--- src/hdl/spse_cfg.svh ---
`ifndef SPSE_CFG_SVH
`define SPSE_CFG_SVH
// Word offsets within the inbound status block
`define SPSE_OFS_PHASE        8'h21
`define SPSE_OFS_CHARS        8'h22
`define SPSE_OFS_BLOCKS       8'h23
`define SPSE_OFS_FAULT        8'h24
`define SPSE_BLK_WORDS        4
// Fault flag bit positions
`define SPSE_FB_TERM          0
`define SPSE_FB_BAUD          1
`define SPSE_FB_PARITY        2
`define SPSE_FB_WORD_LEN      3
`define SPSE_FB_STOP          4
`define SPSE_FB_HANDSHAKE     5
`define SPSE_FB_TERM_CNT      6
`define SPSE_FB_PKT_LEN       7
`define SPSE_FB_RX_TMO        8
`define SPSE_FB_ICD           9
`define SPSE_FB_WR_TMO        10
`define SPSE_FB_OVERRUN       15
// Termination type bits selecting each receive end condition
`define SPSE_TT_STR_BIT       0
`define SPSE_TT_PKT_BIT       1
`define SPSE_TT_TMO_BIT       2
// Configuration limits and fallbacks
`define SPSE_TERM_MAX         16'h000f
`define SPSE_PARITY_MAX       16'h0004
`define SPSE_WLEN_MIN         16'h0005
`define SPSE_WLEN_MAX         16'h0008
`define SPSE_STOP_MIN         16'h0001
`define SPSE_STOP_MAX         16'h0002
`define SPSE_HS_MAX           16'h0003
`define SPSE_TCNT_MIN         16'h0001
`define SPSE_TCNT_MAX         16'h000c
`define SPSE_PKT_MIN          16'h0001
`define SPSE_PKT_MAX          16'h1000
`define SPSE_BAUD_FALLBACK    32'h0000_2580
`define SPSE_WTMO_FALLBACK    16'h1388
`define SPSE_RST_WORD         16'h0000
// Transmit phase codes
`define SPSE_PH_IDLE          16'h0000
`define SPSE_PH_RTS_ON        16'h0001
`define SPSE_PH_RTS_TMO       16'h0002
`define SPSE_PH_SEND          16'h0003
`define SPSE_PH_RTS_WAIT      16'h0004
`define SPSE_PH_RTS_OFF       16'h0005
`define SPSE_PH_ICD0          16'h001e
`define SPSE_PH_ICD1          16'h001f
`define SPSE_PH_ICD2          16'h0020
`define SPSE_PH_MDLY0         16'h0064
`define SPSE_PH_MDLY1         16'h0065
// Timing
`define SPSE_CLK_NS           25
`define SPSE_MS_NS            1000000
`endif

--- src/hdl/spse_pkg.sv ---
package spse_pkg;
    typedef struct packed {
        logic [15:0] term_type;
        logic [31:0] baud;
        logic [15:0] parity;
        logic [15:0] word_len;
        logic [15:0] stop_bits;
        logic [15:0] handshake;
        logic [15:0] term_cnt;
        logic [15:0] pkt_len;
        logic [15:0] rx_tmo;
        logic [15:0] icd;
        logic [15:0] wr_tmo;
        logic [15:0] msg_dly;
    } spse_cfg_t;

    typedef struct packed {
        logic [3:0]  term_type;
        logic [31:0] baud;
        logic [2:0]  parity;
        logic [3:0]  word_len;
        logic [1:0]  stop_bits;
        logic [1:0]  handshake;
        logic        term_str_en;
        logic        pkt_len_en;
        logic        rx_tmo_en;
        logic        icd_en;
        logic [15:0] wr_tmo;
    } spse_eff_t;

    typedef struct packed {
        logic [7:0]  offset;
        logic [15:0] data;
    } spse_word_t;

    typedef enum logic [10:0] {
        SPSE_IDLE     = 11'h001,
        SPSE_MDLY0    = 11'h002,
        SPSE_MDLY1    = 11'h004,
        SPSE_RTS_ON   = 11'h008,
        SPSE_RTS_TMO  = 11'h010,
        SPSE_SEND     = 11'h020,
        SPSE_ICD0     = 11'h040,
        SPSE_ICD1     = 11'h080,
        SPSE_ICD2     = 11'h100,
        SPSE_RTS_WAIT = 11'h200,
        SPSE_RTS_OFF  = 11'h400
    } spse_state_t;
endpackage

--- src/hdl/spse_status.sv ---
// Functional notes
// - Report transmit sequencer phase codes zero to five
// - Delay phases report 30-32 and 100-101
// - Count transmitted characters at word 34
// - Count transmitted blocks at word 35
// - Bad termination type: flag, use stream
// - Bad baud rate: flag, run 9600
// - Parity above four: flag, use none
// - Word length outside 5-8: flag, use 8
// - Stop bits not 1/2: flag, use 1
// - Handshake above three: flag, use none
// - Bad termination count: flag, drop string end
// - Bad packet length: flag, drop length end
// - Zero receive timeout: flag, drop timeout end
// - Zero intercharacter delay: flag, skip delay
// - Zero write timeout: flag, use 5000 ms
// - Receive overrun of read blocks sets bit 15
// - Every read block carries all port words
`timescale 1ns/1ps
`include "spse_cfg.svh"
module spse_status #(
    parameter int MS_CYC = `SPSE_MS_NS / `SPSE_CLK_NS
) (
    input  wire logic                clk_sys_i,
    input  wire logic                rst_i,
    input  wire logic                cfg_load_i,
    input  wire spse_pkg::spse_cfg_t cfg_i,
    output spse_pkg::spse_eff_t      eff_cfg_o,
    input  wire logic                tx_msg_valid_i,
    input  wire logic [15:0]         tx_msg_len_i,
    output logic                     tx_msg_ready_o,
    output logic                     uart_load_o,
    input  wire logic                uart_ready_i,
    input  wire logic                uart_idle_i,
    input  wire logic                cts_i,
    output logic                     rts_o,
    input  wire logic                rx_block_i,
    output logic                     rx_drop_o,
    input  wire logic                blk_read_i,
    output logic                     blk_valid_o,
    output logic                     blk_last_o,
    output spse_pkg::spse_word_t     blk_word_o
);

    spse_pkg::spse_state_t state;
    spse_pkg::spse_state_t next_state;
    spse_pkg::spse_eff_t   next_eff;
    spse_pkg::spse_cfg_t   cfg_q;
    logic [10:0]           cfg_fault;
    logic [10:0]           next_cfg_fault;
    logic                  overrun;
    logic                  rx_pending;
    logic [15:0]           fault_flags;
    logic [15:0]           transmit_phase;
    logic [15:0]           sent_char_total;
    logic [15:0]           sent_block_total;
    logic [15:0]           chars_left;
    logic [15:0]           tmr;
    logic [31:0]           pre;
    logic                  tmr_load;
    logic [15:0]           tmr_val;
    logic                  char_done;
    logic                  blk_busy;
    logic [1:0]            blk_idx;
    logic                  blk_end;
    logic [15:0]           snap [`SPSE_BLK_WORDS];
    logic [7:0]            snap_ofs [`SPSE_BLK_WORDS];

    function automatic logic baud_ok(input logic [31:0] b);
        case (b)
            32'h0000_012c, 32'h0000_0258, 32'h0000_04b0, 32'h0000_0960,
            32'h0000_12c0, 32'h0000_2580, 32'h0000_4b00, 32'h0000_9600,
            32'h0000_e100, 32'h0001_c200: baud_ok = 1'b1;
            default:                      baud_ok = 1'b0;
        endcase
    endfunction

    // Evaluate one configuration into its effective settings and faults
    always_comb
    begin
        next_cfg_fault = '0;
        next_eff.term_type = cfg_i.term_type[3:0];
        if (cfg_i.term_type > `SPSE_TERM_MAX)
        begin
            next_cfg_fault[`SPSE_FB_TERM] = 1'b1;
            next_eff.term_type = 4'h0;
        end
        next_eff.baud = cfg_i.baud;
        if (!baud_ok(cfg_i.baud))
        begin
            next_cfg_fault[`SPSE_FB_BAUD] = 1'b1;
            next_eff.baud = `SPSE_BAUD_FALLBACK;
        end
        next_eff.parity = cfg_i.parity[2:0];
        if (cfg_i.parity > `SPSE_PARITY_MAX)
        begin
            next_cfg_fault[`SPSE_FB_PARITY] = 1'b1;
            next_eff.parity = 3'h0;
        end
        next_eff.word_len = cfg_i.word_len[3:0];
        if (cfg_i.word_len < `SPSE_WLEN_MIN || cfg_i.word_len > `SPSE_WLEN_MAX)
        begin
            next_cfg_fault[`SPSE_FB_WORD_LEN] = 1'b1;
            next_eff.word_len = 4'h8;
        end
        next_eff.stop_bits = cfg_i.stop_bits[1:0];
        if (cfg_i.stop_bits < `SPSE_STOP_MIN ||
            cfg_i.stop_bits > `SPSE_STOP_MAX)
        begin
            next_cfg_fault[`SPSE_FB_STOP] = 1'b1;
            next_eff.stop_bits = 2'h1;
        end
        next_eff.handshake = cfg_i.handshake[1:0];
        if (cfg_i.handshake > `SPSE_HS_MAX)
        begin
            next_cfg_fault[`SPSE_FB_HANDSHAKE] = 1'b1;
            next_eff.handshake = 2'h0;
        end
        // String and length checks follow the fallback type, not the raw one; the timeout check ignores type
        next_eff.term_str_en = next_eff.term_type[`SPSE_TT_STR_BIT];
        if (next_eff.term_str_en && (cfg_i.term_cnt < `SPSE_TCNT_MIN ||
            cfg_i.term_cnt > `SPSE_TCNT_MAX))
        begin
            next_cfg_fault[`SPSE_FB_TERM_CNT] = 1'b1;
            next_eff.term_str_en = 1'b0;
        end
        next_eff.pkt_len_en = next_eff.term_type[`SPSE_TT_PKT_BIT];
        if (next_eff.pkt_len_en && (cfg_i.pkt_len < `SPSE_PKT_MIN ||
            cfg_i.pkt_len > `SPSE_PKT_MAX))
        begin
            next_cfg_fault[`SPSE_FB_PKT_LEN] = 1'b1;
            next_eff.pkt_len_en = 1'b0;
        end
        next_eff.rx_tmo_en = next_eff.term_type[`SPSE_TT_TMO_BIT];
        if (cfg_i.rx_tmo == `SPSE_RST_WORD)
        begin
            next_cfg_fault[`SPSE_FB_RX_TMO] = 1'b1;
            next_eff.rx_tmo_en = 1'b0;
        end
        next_eff.icd_en = (cfg_i.icd != `SPSE_RST_WORD);
        next_cfg_fault[`SPSE_FB_ICD] = !next_eff.icd_en;
        next_eff.wr_tmo = cfg_i.wr_tmo;
        if (cfg_i.wr_tmo == `SPSE_RST_WORD)
        begin
            next_cfg_fault[`SPSE_FB_WR_TMO] = 1'b1;
            next_eff.wr_tmo = `SPSE_WTMO_FALLBACK;
        end
    end

    always_ff @(posedge clk_sys_i or posedge rst_i)
    begin
        if (rst_i)
        begin
            cfg_fault <= '0;
            cfg_q     <= '0;
            eff_cfg_o <= '{term_type: 4'h0, baud: `SPSE_BAUD_FALLBACK,
                           parity: 3'h0, word_len: 4'h8, stop_bits: 2'h1,
                           handshake: 2'h0, term_str_en: 1'b0,
                           pkt_len_en: 1'b0, rx_tmo_en: 1'b0, icd_en: 1'b0,
                           wr_tmo: `SPSE_WTMO_FALLBACK};
        end
        else if (cfg_load_i)
        begin
            cfg_fault <= next_cfg_fault;
            cfg_q     <= cfg_i;
            eff_cfg_o <= next_eff;
        end
    end

    // A new receive block while the last is still unread is lost
    always_ff @(posedge clk_sys_i or posedge rst_i)
    begin
        if (rst_i)
        begin
            rx_pending <= 1'b0;
            overrun    <= 1'b0;
            rx_drop_o  <= 1'b0;
        end
        else
        begin
            rx_drop_o <= rx_block_i && rx_pending && !blk_end;
            if (rx_block_i)
                rx_pending <= 1'b1;
            else if (blk_end)
                rx_pending <= 1'b0;
            // Set wins over the clear done by a configuration load
            if (rx_block_i && rx_pending && !blk_end)
                overrun <= 1'b1;
            else if (cfg_load_i)
                overrun <= 1'b0;
        end
    end

    assign fault_flags = {overrun, 4'h0, cfg_fault};

    always_comb
    begin
        unique case (state)
            spse_pkg::SPSE_IDLE:     transmit_phase = `SPSE_PH_IDLE;
            spse_pkg::SPSE_RTS_ON:   transmit_phase = `SPSE_PH_RTS_ON;
            spse_pkg::SPSE_RTS_TMO:  transmit_phase = `SPSE_PH_RTS_TMO;
            spse_pkg::SPSE_SEND:     transmit_phase = `SPSE_PH_SEND;
            spse_pkg::SPSE_RTS_WAIT: transmit_phase = `SPSE_PH_RTS_WAIT;
            spse_pkg::SPSE_RTS_OFF:  transmit_phase = `SPSE_PH_RTS_OFF;
            spse_pkg::SPSE_ICD0:     transmit_phase = `SPSE_PH_ICD0;
            spse_pkg::SPSE_ICD1:     transmit_phase = `SPSE_PH_ICD1;
            spse_pkg::SPSE_ICD2:     transmit_phase = `SPSE_PH_ICD2;
            spse_pkg::SPSE_MDLY0:    transmit_phase = `SPSE_PH_MDLY0;
            spse_pkg::SPSE_MDLY1:    transmit_phase = `SPSE_PH_MDLY1;
            default:                 transmit_phase = `SPSE_PH_IDLE;
        endcase
    end

    assign tx_msg_ready_o = (state == spse_pkg::SPSE_IDLE);
    assign uart_load_o    = (state == spse_pkg::SPSE_SEND);
    assign char_done      = uart_load_o && uart_ready_i;
    assign rts_o = (eff_cfg_o.handshake != 2'h0) &&
                   !(state inside {spse_pkg::SPSE_IDLE, spse_pkg::SPSE_MDLY0,
                     spse_pkg::SPSE_MDLY1, spse_pkg::SPSE_RTS_TMO,
                     spse_pkg::SPSE_RTS_OFF});

    always_comb
    begin
        next_state = state;
        unique case (state)
            spse_pkg::SPSE_IDLE:
                if (tx_msg_valid_i && tx_msg_len_i != `SPSE_RST_WORD)
                begin
                    if (cfg_q.msg_dly != `SPSE_RST_WORD)
                        next_state = spse_pkg::SPSE_MDLY0;
                    else if (eff_cfg_o.handshake != 2'h0)
                        next_state = spse_pkg::SPSE_RTS_ON;
                    else
                        next_state = spse_pkg::SPSE_SEND;
                end
            spse_pkg::SPSE_MDLY0:
                next_state = spse_pkg::SPSE_MDLY1;
            spse_pkg::SPSE_MDLY1:
                if (tmr == `SPSE_RST_WORD)
                    next_state = (eff_cfg_o.handshake != 2'h0) ?
                                 spse_pkg::SPSE_RTS_ON : spse_pkg::SPSE_SEND;
            spse_pkg::SPSE_RTS_ON:
                if (cts_i)
                    next_state = spse_pkg::SPSE_SEND;
                else if (tmr == `SPSE_RST_WORD)
                    next_state = spse_pkg::SPSE_RTS_TMO;
            spse_pkg::SPSE_RTS_TMO:
                next_state = spse_pkg::SPSE_IDLE;
            spse_pkg::SPSE_SEND:
                if (char_done)
                begin
                    if (chars_left == 16'h0001)
                        next_state = spse_pkg::SPSE_RTS_WAIT;
                    else if (eff_cfg_o.icd_en)
                        next_state = spse_pkg::SPSE_ICD0;
                end
            spse_pkg::SPSE_ICD0:
                next_state = spse_pkg::SPSE_ICD1;
            spse_pkg::SPSE_ICD1:
                if (tmr == `SPSE_RST_WORD)
                    next_state = spse_pkg::SPSE_ICD2;
            spse_pkg::SPSE_ICD2:
                next_state = spse_pkg::SPSE_SEND;
            spse_pkg::SPSE_RTS_WAIT:
                if (uart_idle_i)
                    next_state = spse_pkg::SPSE_RTS_OFF;
            spse_pkg::SPSE_RTS_OFF:
                next_state = spse_pkg::SPSE_IDLE;
            default:
                next_state = spse_pkg::SPSE_IDLE;
        endcase
    end

    always_ff @(posedge clk_sys_i or posedge rst_i)
    begin
        if (rst_i)
            state <= spse_pkg::SPSE_IDLE;
        else
            state <= next_state;
    end

    // Millisecond timer is armed on entry to SPSE_MDLY1, SPSE_ICD1 and SPSE_RTS_ON, not SPSE_RTS_WAIT
    assign tmr_load = (next_state != state) &&
                      (next_state inside {spse_pkg::SPSE_MDLY1,
                       spse_pkg::SPSE_ICD1, spse_pkg::SPSE_RTS_ON});
    assign tmr_val  = (next_state == spse_pkg::SPSE_MDLY1) ? cfg_q.msg_dly :
                      (next_state == spse_pkg::SPSE_ICD1) ? cfg_q.icd :
                      eff_cfg_o.wr_tmo;

    always_ff @(posedge clk_sys_i or posedge rst_i)
    begin
        if (rst_i)
        begin
            tmr <= `SPSE_RST_WORD;
            pre <= 32'h0000_0000;
        end
        else if (tmr_load)
        begin
            tmr <= tmr_val;
            pre <= 32'h0000_0000;
        end
        else if (tmr != `SPSE_RST_WORD)
        begin
            if (pre == 32'(MS_CYC - 1))
            begin
                pre <= 32'h0000_0000;
                tmr <= tmr - 16'h0001;
            end
            else
                pre <= pre + 32'h0000_0001;
        end
    end

    // Counters wrap at 16 bits, as the host expects of a status word
    always_ff @(posedge clk_sys_i or posedge rst_i)
    begin
        if (rst_i)
        begin
            sent_char_total  <= `SPSE_RST_WORD;
            sent_block_total <= `SPSE_RST_WORD;
            chars_left       <= `SPSE_RST_WORD;
        end
        else
        begin
            if (tx_msg_ready_o && tx_msg_valid_i)
                chars_left <= tx_msg_len_i;
            else if (char_done)
                chars_left <= chars_left - 16'h0001;
            if (char_done)
                sent_char_total <= sent_char_total + 16'h0001;
            if (state == spse_pkg::SPSE_RTS_OFF)
                sent_block_total <= sent_block_total + 16'h0001;
        end
    end

    // The words are frozen at the request so one block is coherent
    assign blk_end = blk_busy && (blk_idx == 2'(`SPSE_BLK_WORDS - 1));
    assign snap_ofs[0] = `SPSE_OFS_PHASE;
    assign snap_ofs[1] = `SPSE_OFS_CHARS;
    assign snap_ofs[2] = `SPSE_OFS_BLOCKS;
    assign snap_ofs[3] = `SPSE_OFS_FAULT;

    always_ff @(posedge clk_sys_i or posedge rst_i)
    begin
        if (rst_i)
        begin
            blk_busy    <= 1'b0;
            blk_idx     <= 2'h0;
            blk_valid_o <= 1'b0;
            blk_last_o  <= 1'b0;
            blk_word_o  <= '0;
            for (int i = 0; i < `SPSE_BLK_WORDS; i++)
                snap[i] <= `SPSE_RST_WORD;
        end
        else
        begin
            blk_valid_o <= blk_busy;
            blk_last_o  <= blk_end;
            if (blk_busy)
                blk_word_o <= '{offset: snap_ofs[blk_idx],
                                data: snap[blk_idx]};
            if (blk_read_i && !blk_busy)
            begin
                blk_busy <= 1'b1;
                blk_idx  <= 2'h0;
                snap[0]  <= transmit_phase;
                snap[1]  <= sent_char_total;
                snap[2]  <= sent_block_total;
                snap[3]  <= fault_flags;
            end
            else if (blk_busy)
            begin
                blk_idx <= blk_idx + 2'h1;
                if (blk_end)
                    blk_busy <= 1'b0;
            end
        end
    end
endmodule // spse_status

--- config.mk ---
export PLATFORM = sky130hd
export DESIGN_NAME = spse_status
export DESIGN_NICKNAME = d
export VERILOG_FILES = /design/src/hdl/spse_pkg.sv /design/src/hdl/spse_status.sv
export VERILOG_INCLUDE_DIRS = /design/src /design/src/hdl
export SDC_FILE = /design/constraint.sdc
export NUM_CORES = 1
export LEC_CHECK = 0
export ABC_CLOCK_PERIOD_IN_PS = 8930
export BUFFER_PORTS_ARGS = -buffer_cell sky130_fd_sc_hd__buf_2
export CORE_MARGIN = 3
export CORE_UTILIZATION = 45
export CTS_BUF_LIST = sky130_fd_sc_hd__clkbuf_4
export DETAILED_ROUTE_END_ITERATION = 7
export PLACE_DENSITY = 0.71
export RECOVER_POWER = 50
export REMOVE_ABC_BUFFERS = 1
export SLEW_MARGIN = 20
export SYNTH_ARGS = -nofsm -noshare
export SYNTH_HDL_FRONTEND = slang
export SYNTH_SLANG_ARGS = --single-unit
--- constraint.sdc ---
create_clock -name clk_sys_i -period 8.93 [get_ports clk_sys_i]
set_input_delay 0.4465 -clock clk_sys_i [delete_from_list [all_inputs] [get_ports clk_sys_i]]
set_output_delay 0.4465 -clock clk_sys_i [all_outputs]
set_load 0.02 [all_outputs]
==> results.ini <==
[outcome]
outcome=finished, violations left
violations=max-capacitance violations, max-slew violations

[cts]
worstSkewPairLatency_ns=0.73
htree_levels=3
cts_tree=yes
numCtsBuffers=82
cts_buffer_depth=3
clk_pin_slew_worst_paths_ns=0.07
postCtsSetupRepairBufs=0
post_cts_resized=0
clock-sinks=295
root_buffer=clkbuf_4

[timing]
clock_skew_ns=0.05274
finalHoldViolations=0
max_slew_margin_pct=-294.9
setup-tns-final_ns=0
fmax_ghz=0.2121
maxSlewViolCount=311
rsz0062_at_grt=no
period_needed_ns=4.715
timing.final.crit_share_pct=52.80
tightestPinTransition_ns=5.891
final-setup-viol-count=0

[drt]
wl_per_cell_um=18.65
wl_met2_um=19120
first_pass_iters=6
dr.first_iter.drc_count=970
wl_met1_um=19240
ant_nets=0
wl_met3_um=3292
wl_um=42780
maxUsedRoutingLayer=met4
drc=0
vias=12770
avgViaCountPerCell=5.565

[min_path]
holdPathStages=4
hold_class=input pin to flop
hp-start=cfg_i[131]
hold_path_end=eff_cfg_o[26]$_DFFE_PP0P_

[final_layout]
fin_nets=2087
seqCellArea_um2=7397
mostFrequentLayoutCells=dfrtp_1, buf_2, nand2_1
final_common_cell=dfrtp_1
area_growth_pct=27.32
n_fill_cell=2629
multi_input_area_um2=6202
fin_cells=2294
drive_above_1_share_pct=23.92

[floorplanning]
initial_core_util_pct=46.43
core_area_um2=30190
fp-row-count=63
die_area_um2=33300
die_w_um=182.5
die_h_um=182.5
io_pins=330

[power]
switching_share_pct=33.94
pwr-share-seq_pct=44.1
ir_drop_mv=0.1132
p_total_uw=3913
p_leak_uw=0.008220
power_switching_uw=1328
pwr-share-clk_pct=32.3
internal_power_uw=2585
power.density_nw_per_um2=219.3
pwr-share-comb_pct=23.6

[synthesis]
ys_seq_area_share_pct=52.77
syn_inst=1391
yosysTopAreaCell=dfrtp_1
netlist_area_um2=14020
async_flop_share_pct=100.0
synth.avg_cell_area_um2=10.08
ys.flop_type=dfrtp_1
ys_seq_elements=295
yosys-top-cells-area=dfrtp_1, nand2_1, mux2_2
synth.distinct_cells=68
synth_edf_count=0
yosysWarnings=0
synth_top_area_share_pct=50.52

[flow_run]
maxCapViolCount=5

[worst_setup_path]
crit_type=input pin to asynchronous set/reset pin
arrival_ns=4.44
crit_start=rst_i
worst_r2r_path_depth=5
reg2reg_slack_ns=4.81
end_kind=asynchronous set/reset pin
r2r_end=blk_busy$_DFF_PP0_
critical_path.startpoint_type=input pin
rr_startpoint=blk_busy$_DFF_PP0_
worstPathRequired_ns=8.65
cp_max_fo=132

[grt]
grt_pass1_wl_um=68110
grt_usage_pct=25.19
grt_pass1_vias=12760
antenna_found_initial=1
grt_max_degree=165
overflow=0

[placement]
globalplace.congestion=0.9406
numPortBuffers=325
dp.cells=2054
dp.final_hpwl_um=29030

## power groups by stage
stage               registers, uW  logic (uW)  clock network, uW
floorplan                    1760         535                  0
global placement             1730         873                  0
detailed placement           1740         895                  0
CTS                          1720         933               1300
global route                 1750        1020               1370
finish                       1730         923               1260
## critical path: stages
cell and delay (ns):
dlygate4sd3_1 0.53, clkbuf_1 0.10, clkinvlp_2 3.23
## layout make-up
class,count,share of cell area (%)
timing repair buffer,433,14.34
sequential,295,41.45
tap,390,2.734
clock inverter,17,0.7361
antenna,2,0.02804
inverter,35,0.7431
clock buffer,124,5.216
multi-input combinational,998,34.75
## sequential cells by signal (all words and copies together) (netlist names)
name and cells:
eff_cfg_o 67, snap 50, cfg_q 32, pre 32, blk_word_o 20, chars_left 16, sent_block_total 16, sent_char_total 16
tmr 16, cfg_fault 11, state 11, blk_idx 2, blk_busy 1, blk_last_o 1, blk_valid_o 1, overrun 1
rx_drop_o 1, rx_pending 1
## cells by family after synthesis
kind of cell | Yosys count | synth area share, %
xor gates and xnor gates | 65 | 4.061
adders and majority gates | 9 | 0.8034
buffers and inverters | 101 | 3.080
DFF | 295 | 52.77
and+or+nand+nor | 641 | 22.95
AOI/OAI and AO/OA | 207 | 10.11
muxes | 72 | 6.195
other | 1 | 0.02675
## how the worst max path moves through the flow
stage,endpoint,slack (ns)
floorplan,blk_busy$_DFF_PP0_,0.36
global placement,tmr[2]$_DFFE_PP0P_,5.14
detailed placement,tmr[2]$_DFFE_PP0P_,5.06
CTS,tmr[2]$_DFFE_PP0P_,5.02
global route,blk_word_o[6]$_DFFE_PP0P_,3.31
finish,snap[28]$_DFFE_PP0P_,4.22
## what timing repair did
| item | 4_1_cts | 5_1_grt |
|---|---|---|
| hold endpoints to repair | 231 | 0 |
| endpoints found under the setup margin | 0 | 0 |
| hold buffers | 97 | 0 |
## metal layers
metal,vias to the layer above,track usage [%]
li1,5962,-
met1,6195,36.03
met2,522,37.31
met3,86,6.458
met4,0,8.775
met5,-,0
## cell usage after synthesis (all sizes together), types with 5 or more instances
library cell,number
buf,21
o2bb2ai,6
a31oi,11
nand3,39
nor2,121
o211ai,5
xnor2,40
o21ai,40
nand2,211
nor4,70
a221oi,9
or4,13
mux4,7
o22a,6
or2,5
nor3,33
dfstp,12
nor3b,8
nor2b,25
nand4,45
nand2b,5
and3,15
inv,35
and2,7
mux2i,17
dfrtp,283
ha,9
mux2,48
xor2,25
o22ai,15
and4,7
nor4b,11
or3,14
clkbuf,45
a21oi,47
a22o,28
a21o,8
## through the flow
step                      area, um^2  worst slack, ns  hold slack (ns)  util (%)
after floorplan                13730           0.3559           0.4341         -
after global placement         15950            5.136           0.4501     52.83
after detailed placement       15950            5.062           0.4577     52.83
after CTS                      17980            5.021        0.0007486     59.57
after global routing           17850            3.307          0.01978     59.12
final                          17850            4.215          0.07371     59.12
Power figures use the tool's default switching activity.
